$ cat src/rtl/arsc_pkg.sv
`default_nettype none
package arsc_pkg;
    // ------------------------------------------------------------
    // Select field layout
    // ------------------------------------------------------------
    localparam int SEL_W = 3;
    localparam int SEL_INT_BIT = 2;
    localparam int SEL_PIN_BIT = 1;
    localparam int SEL_KEEP_BIT = 0;
    localparam logic [2:0] SEL_RESET = 3'h0;
    localparam logic [2:0] SEL_AUTO_OFF = 3'h4;
    localparam int RES_W = 10;
    localparam int CH_W = 4;
    localparam logic [3:0] CH_LAST_SMALL = 4'h3;
    localparam logic [3:0] CH_LAST_LARGE = 4'hb;
    localparam logic [3:0] CH_LIMIT_SMALL = 4'h2;
    localparam logic [3:0] CH_LIMIT_LARGE = 4'ha;
    localparam logic [3:0] CH_RESET = 4'h0;
    // ------------------------------------------------------------
    // Reference wake-up timing
    // ------------------------------------------------------------
    localparam longint CLK_HZ = 50000000;
    localparam longint WAKE_MS = 10;
    localparam longint WAKE_CYCLES = (CLK_HZ * WAKE_MS) / 1000;
    typedef enum logic [1:0] {ARSC_REF_SUPPLY, ARSC_REF_EXTERNAL, ARSC_REF_INTERNAL} arsc_ref_t;
    typedef enum logic [1:0] {ARSC_PIN_ANALOG, ARSC_PIN_REF_IN, ARSC_PIN_REF_OUT} arsc_pin_t;
endpackage : arsc_pkg
`default_nettype wire

$ cat src/rtl/arsc_coder.sv
`timescale 1ns/1ps
`default_nettype none
module arsc_coder #(
    parameter int RES_W = 10
) (
    input wire logic [RES_W-1:0] raw,
    input wire logic bipolar,
    output logic [RES_W-1:0] coded
);
    // Raw is offset binary; bipolar flips the sign bit to give two's complement
    always_comb begin
        coded = raw;
        if (bipolar) begin
            coded[RES_W-1] = ~raw[RES_W-1];
        end
    end
endmodule : arsc_coder
`default_nettype wire

$ cat src/rtl/arsc_ctrl.sv
// Contract
// - Top bit internal; else middle selects external
// - Keep-on bit matters only with internal
// - Reference pin reads as ground differentially
// - Scan limit channel 2 or 10
// - Both upper bits drive reference out
// - Powered reference stays on until reconfigured
// - No wake delay for supply/external reference
// - Unipolar straight binary, bipolar two's complement
// - Select 100 powers analog down when idle
// - Reset: channel 0, supply, analog pin
`timescale 1ns/1ps
`default_nettype none
module arsc_ctrl #(
    parameter longint WAKE_CYCLES = arsc_pkg::WAKE_CYCLES,
    parameter bit LARGE = 1'b1
) (
    input wire logic clk,
    input wire logic rst_n,
    input wire logic setup_wr,
    input wire logic [2:0] setup_sel,
    input wire logic setup_bipolar,
    input wire logic setup_diff,
    input wire logic conv_active,
    input wire logic conv_req,
    input wire logic [3:0] scan_ch,
    input wire logic diff_uses_pin,
    input wire logic [9:0] raw_result,
    output logic ref_internal,
    output logic ref_external,
    output logic ref_on,
    output logic ref_ready,
    output logic pin_ref_out_en,
    output logic pin_ref_in,
    output logic pin_force_gnd,
    output logic [3:0] scan_limit,
    output logic analog_on,
    output logic bipolar,
    output logic diff,
    output logic [9:0] result
);
    // ------------------------------------------------------------
    // Setup state
    // ------------------------------------------------------------
    logic [2:0] sel;
    logic [31:0] wake_cnt;
    logic [9:0] coded;
    logic int_sel;
    logic pin_sel;
    logic keep_sel;
    logic [3:0] limit;

    assign int_sel = sel[arsc_pkg::SEL_INT_BIT];
    assign pin_sel = sel[arsc_pkg::SEL_PIN_BIT];
    assign keep_sel = sel[arsc_pkg::SEL_KEEP_BIT];

    always_ff @(posedge clk or negedge rst_n) begin
        if (!rst_n) begin
            sel <= arsc_pkg::SEL_RESET;
            bipolar <= 1'b0;
            diff <= 1'b0;
        end else if (setup_wr) begin
            sel <= setup_sel;
            bipolar <= setup_bipolar;
            diff <= setup_diff;
        end
    end

    // ------------------------------------------------------------
    // Reference routing
    // ------------------------------------------------------------
    always_ff @(posedge clk or negedge rst_n) begin
        if (!rst_n) begin
            ref_internal <= 1'b0;
            ref_external <= 1'b0;
            pin_ref_out_en <= 1'b0;
            pin_ref_in <= 1'b0;
        end else begin
            ref_internal <= int_sel;
            ref_external <= !int_sel && pin_sel;
            pin_ref_out_en <= int_sel && pin_sel;
            pin_ref_in <= !int_sel && pin_sel;
        end
    end

    // ------------------------------------------------------------
    // Internal reference power and wake-up
    // ------------------------------------------------------------
    // Once woken it stays on until the field changes; a rewrite with the
    // same value does not drop it.
    logic powered;
    always_ff @(posedge clk or negedge rst_n) begin
        if (!rst_n) begin
            powered <= 1'b0;
        end else if (!int_sel) begin
            powered <= 1'b0;
        end else if (setup_wr && setup_sel != sel) begin
            powered <= 1'b0;
        end else if (keep_sel || conv_req || conv_active) begin
            powered <= 1'b1;
        end
    end

    always_ff @(posedge clk or negedge rst_n) begin
        if (!rst_n) begin
            ref_on <= 1'b0;
        end else begin
            ref_on <= powered;
        end
    end

    always_ff @(posedge clk or negedge rst_n) begin
        if (!rst_n) begin
            wake_cnt <= '0;
            ref_ready <= 1'b1;
        end else if (!int_sel) begin
            wake_cnt <= '0;
            ref_ready <= 1'b1;
        end else if (!powered) begin
            wake_cnt <= '0;
            ref_ready <= 1'b0;
        end else if (wake_cnt < 32'(WAKE_CYCLES)) begin
            wake_cnt <= wake_cnt + 32'h1;
            ref_ready <= 1'b0;
        end else begin
            ref_ready <= 1'b1;
        end
    end

    // ------------------------------------------------------------
    // Channel limiter and ground forcing
    // ------------------------------------------------------------
    always_comb begin
        limit = LARGE ? arsc_pkg::CH_LAST_LARGE : arsc_pkg::CH_LAST_SMALL;
        if (pin_sel) begin
            limit = LARGE ? arsc_pkg::CH_LIMIT_LARGE : arsc_pkg::CH_LIMIT_SMALL;
        end
    end

    always_ff @(posedge clk or negedge rst_n) begin
        if (!rst_n) begin
            scan_limit <= arsc_pkg::CH_RESET;
            pin_force_gnd <= 1'b0;
        end else begin
            scan_limit <= (scan_ch > limit) ? limit : scan_ch;
            pin_force_gnd <= pin_sel && diff && diff_uses_pin;
        end
    end

    // ------------------------------------------------------------
    // Analog power and result coding
    // ------------------------------------------------------------
    always_ff @(posedge clk or negedge rst_n) begin
        if (!rst_n) begin
            analog_on <= 1'b1;
        end else begin
            analog_on <= (sel != arsc_pkg::SEL_AUTO_OFF) || conv_active || conv_req;
        end
    end

    arsc_coder #(.RES_W(arsc_pkg::RES_W)) arsc_coder_i (
        .raw(raw_result),
        .bipolar(bipolar),
        .coded(coded)
    );

    always_ff @(posedge clk or negedge rst_n) begin
        if (!rst_n) begin
            result <= '0;
        end else if (conv_active) begin
            result <= coded;
        end
    end
endmodule : arsc_ctrl
`default_nettype wire

$ cat config.mk
export PLATFORM = sky130hd
export DESIGN_NAME = arsc_ctrl
export DESIGN_NICKNAME = d
export VERILOG_FILES = /design/src/rtl/arsc_pkg.sv /design/src/rtl/arsc_coder.sv /design/src/rtl/arsc_ctrl.sv
export SDC_FILE = /design/constraint.sdc
export NUM_CORES = 1
export LEC_CHECK = 0
export ABC_CLOCK_PERIOD_IN_PS = 2000
export BUFFER_PORTS_ARGS = -buffer_cell sky130_fd_sc_hd__buf_2
export CAP_MARGIN = 0
export CORE_MARGIN = 2
export CORE_UTILIZATION = 48
export DETAILED_ROUTE_END_ITERATION = 8
export PLACE_DENSITY = 0.71
export SYNTH_ARGS = -nofsm -noshare
export SYNTH_HDL_FRONTEND = slang
export SYNTH_SLANG_ARGS = --single-unit
$ cat constraint.sdc
create_clock -name clk -period 2 [get_ports clk]
set_input_delay 0.1 -clock clk [delete_from_list [all_inputs] [get_ports clk]]
set_output_delay 0.1 -clock clk [all_outputs]
set_load 0.01 [all_outputs]
## Word level (Yosys, flattened, before mapping)

Index checks and enable logic that the tools add are counted.

- Flip-flop bits (word level): 59
- Output and inout bits: 24
- Logic and storage cells: 44

- $add $sub $neg: 1
- Order comparisons: 2
- Equality and inequality tests: 4
- Mux-type cells: 12
- Bitwise logic cells: 1
- Reduce and logical (&&, ||, !) cells: 10

Operators with widths:

| kind | count |
|---|---|
| 2-to-1 mux 32 bit | 3 |
| adder 32 x 1 -> 32 bit, second input constant | 1 |
| < comparator 32 x 19 -> 1 bit, second input constant | 1 |
| 2-to-1 mux 1 bit | 8 |
| logical AND 1 bit | 5 |
| > comparator 4 bit | 1 |
| logical OR 1 bit | 4 |
| 2-to-1 mux 4 bit | 1 |
| != test 3 x 1 -> 1 bit, second input constant | 1 |
| != test 3 x 2 -> 1 bit, second input constant | 1 |
| != test 3 bit | 1 |
| != test 3 bit, second input constant | 1 |
| zero test 1 bit | 1 |
| NOT 1 bit | 1 |

## Depth between registers and ports, before layout

- Depth after elaboration: 5
- Depth in mapped cells: 7
- Depth with buffers taken out: 6

## Modules after synthesis

Synthesis repeated with hierarchy kept, for this count alone.

- Cell total of the unflattened synthesis: 233
- Area, all modules: 2,665.1 um^2

By module, submodules not included:

| module | times used | cells each | area an instance (um^2) | seq. area each (um^2) |
|---|---|---|---|---|
| arsc_ctrl | 1 | 223 | 2,588.7 | 1,478.9 |
| arsc_coder | 1 | 10 | 76.3 | 0.0 |

## Worst setup path before layout

Ideal clock, no wire load.

- Path type: flip-flop to flip-flop
- Start: reg wake_cnt[29]
- End: reg wake_cnt[17]
- Setup time: 0.079 ns
- Arrival: 1.727 ns
- Required time: 1.921 ns
- Setup slack: 0.194 ns
- Cell stages (with the launch flop): 6
- Period minus slack after synthesis: 1.806 ns
- Cells stage by stage: dfrtp_1 -> nor4_4 -> nand4_4 -> a211oi_2 -> or4b_1 -> a21oi_1

- Longest elaborated chain between the ends: 2

Ends and longest elaborated chain:

| item | line | source |
|---|---|---|
| from (decl) | arsc_ctrl.sv:46 | `logic [31:0] wake_cnt;` |
| from (signal assigned) | arsc_ctrl.sv:123 | `wake_cnt <= wake_cnt + 32'h1;` |
| < comparator 32 x 19 -> 1 bit | arsc_ctrl.sv:122 | `end else if (wake_cnt < 32'(WAKE_CYCLES)) begin` |
| != test 3 x 2 -> 1 bit (no source line) | - |  |

No other way between the ends.
A chain may end at the register's enable or synchronous reset.

## Worst setup path in the final report

- Start: reg wake_cnt[28]
- End: reg wake_cnt[12]

Same word-level chain as after synthesis.

==> impl_metrics.toml <==
[sta]
tightest_slew_ps = 550.4
post-route-period-util_pct = 97.00
finalHoldViolations = 0
min_period_ps = 1940
clock_skew_ps = 5.726
maxSlewHeadroom_pct = 63.31
finalSetupViolCount = 0
max_freq_ghz = 0.5155
slew_viol_final = 0

[cells_and_area]
fillers = 415
finalNetCount = 322
drive_gt1_share_pct = 33.67
diodes = 0
instances_no_fill = 370
area_delta_synth_final_pct = 30.04

[power]
p_leak_nw = 1.612
ir_worst_vdd_v = 0.0005981
power.share.switching_pct = 23.35
internal-power_mw = 2.032
pwr-share-clk_pct = 42.7
p_total_mw = 2.651
seq_power_share_pct = 48.4
power_per_cell_area_nw_per_um2 = 793.4
p_comb_share_pct = 8.9
switchingPower_uw = 619.0

[yosys]
synth_nets = 245
synth.distinct_cells = 40
postSynthAreaPerCell_um2 = 11.79
synthTopCellsByCount = "57 x dfrtp_1, 24 x nor2_1, 17 x and3_1"
syn_area_um2 = 2570
synth_seq_cells = 59
syn_inst = 218
ys_warn_count = 0
seq_area_frac_synth_pct = 57.55
yosys-top-cells-area = "dfrtp_1 56%, mux2_2 5.3%, and3_1 4.1%"
synth_ff_type = "dfrtp_1"
synth_top_area_cell = "dfrtp_1"
synth_top_cell_area_share_pct = 55.50
async_reset_ff_share_pct = 100.0
synth_edf_count = 0
synth_most_common_cell = "dfrtp_1"

[placed_design]
hpwl_um = 3391
gp_congestion = 0.7691
io_buffers = 48
dp_cells = 333

[clocking]
cts.sinks = 59
cts_tree = "done"
cts_root_buf = "clkbuf_8"
insertion_delay_ps = 340
numCtsBuffers = 9
htree_levels = 3
clk_pin_slew_ps = 70
clockBufferDepth = 2

[worst_setup_path]
cpMaxStageDelayCell = "a2111oi_2"
critPathMaxFanout = 5
cp_top_family = "simple AND/OR/NAND/NOR gates"
cpPeakStageDelay_ps = 530
path_cells = "nor4_4, nand4_2, a2111oi_2, xnor2_1, nor2_1"
worst-endpoint-arrival_ps = 2160
setup.worst_path.class = "register to register"
startpoint_type = "register"
path_buf_inv = 0
required_ps = 2220
cp-end-kind = "register"

[route]
drtPass1Iterations = 4
totalWireLength_um = 5759
ant_nets = 0
drt_first_iter_violations = 154
drc = 0
viasPerCell = 5.378
dr_total_vias = 1990
wl_per_cell_um = 15.56

[die]
start_util_pct = 50.00
num_rows = 26
io_pins = 49
die_area_um2 = 5955
fp.dieW_um = 77.17
dieHeight_um = 77.17
core_area_um2 = 5140

[global_routing]
grt_max_degree = 38
grt_overflow = 0
grt_first_pass_wirelength_um = 9218
antenna_found_initial = 0
grt.total_usage_pct = 19.71
first_global_vias = 1982

[run_status]
status = "complete, no violations"

[job]
maxCapViolCount = 0

[hold_path]
hold_class = "primary input to register"
[per-layer routing]
layer	routed length [um]	global-route usage, %	up-vias
li1	-	-	942
met1	2541	26.08	980
met2	2812	30.78	56
met3	279	4.706	12
met4	126	9.107	0
met5	0	0	-
[through the flow]
step / hold WS [ps] / TNS, ps / utilization (%) / setup WS, ps / instance area (um2)
6_report: 9.780 / 0 / 65.02 / 60.09 / 3342
2_1_floorplan: -195.6 / 0 / - / 193.6 / 2570
3_3_place_gp: 121.4 / 0 / 56.79 / 147.1 / 2919
5_1_grt: 23.01 / -33.37 / 65.02 / -9.118 / 3342
3_5_place_dp: 122.7 / 0 / 56.79 / 94.14 / 2919
4_1_cts: 0.9718 / 0 / 64.05 / 52.48 / 3292
[layout by cell type, fill, tap and decap left out, drive strengths merged, types with 2 or more instances in the layout]
cell type / Yosys / routed
a21o: 3 / 3
nor3: 4 / 4
dlygate4sd3: 0 / 17
nand3: 12 / 12
dfrtp: 57 / 57
mux2: 12 / 12
and3: 17 / 17
a31oi: 4 / 4
o21ai: 6 / 6
xnor2: 12 / 12
a211oi: 4 / 4
a2111oi: 4 / 4
ha: 2 / 2
inv: 5 / 5
nor4: 2 / 2
clkbuf: 7 / 12
or3: 2 / 2
a41o: 4 / 4
buf: 3 / 58
nor2: 25 / 25
nand4: 3 / 4
a21oi: 6 / 6
nand2: 12 / 12
dfstp: 2 / 2
clkinv: 0 / 2
[sequential cells by signal, summed over array words and instances (netlist names), 3 cells and up]
name	count
scan_limit	4
result	10
wake_cnt	32
sel	3
[power by group through the flow]
stage,registers [mW],logic (mW),clock network [mW]
global route,1.29,0.261,1.21
CTS,1.28,0.235,1.14
finish,1.28,0.236,1.13
floorplan,1.31,0.0840,0
global placement,1.30,0.204,0
detailed placement,1.30,0.211,0
[layout make-up]
class / count / area [um2] / share of cell area (%)
tap: 70 / 87.58 / 2.621
clock buffer: 12 / 165.2 / 4.942
sequential: 59 / 1479 / 44.25
inverter: 5 / 18.77 / 0.5616
timing repair buffer: 75 / 498.0 / 14.90
multi-input combinational: 145 / 1046 / 31.30
clock inverter: 4 / 47.55 / 1.423
[cells by family after synthesis]
family | Yosys count | share of synthesized area (%)
fa+ha+maj | 2 | 0.9736
compound gates | 36 | 11.44
simple gates | 81 | 17.87
flops | 59 | 57.55
buf+inv | 15 | 2.435
xor+xnor | 12 | 4.090
mux | 13 | 5.648
[worst register-to-register path: stages (launching register included)]
cell and delay (ps):
dfrtp_1 410, nor4_4 420, nand4_2 240, a2111oi_2 530, xnor2_1 190, nor2_1 50
[final timing paths]
check                                   start            end  slack (ps)  cells past startpoint
worst max-delay path             wake_cnt[28]   wake_cnt[12]          60                      5
worst min-delay path            diff_uses_pin  pin_force_gnd          10                      2
worst max register to register   wake_cnt[28]   wake_cnt[12]          60                      5
worst min register to register      result[6]      result[6]         500                      1
max in group asynchronous               rst_n      ref_ready        1070                      3
min in group asynchronous               rst_n   wake_cnt[15]         290                      2
[timing repair]
| action | CTS | global route |
|---|---|---|
| endpoints found under the hold margin | 36 | 1 |
| hold buffers | 16 | 1 |
| buffers inserted | 0 | 3 |
| setup endpoints to repair | 0 | 5 |
| gates resized for setup | 0 | 1 |
Note: power is estimated with default switching activity, not from simulation.
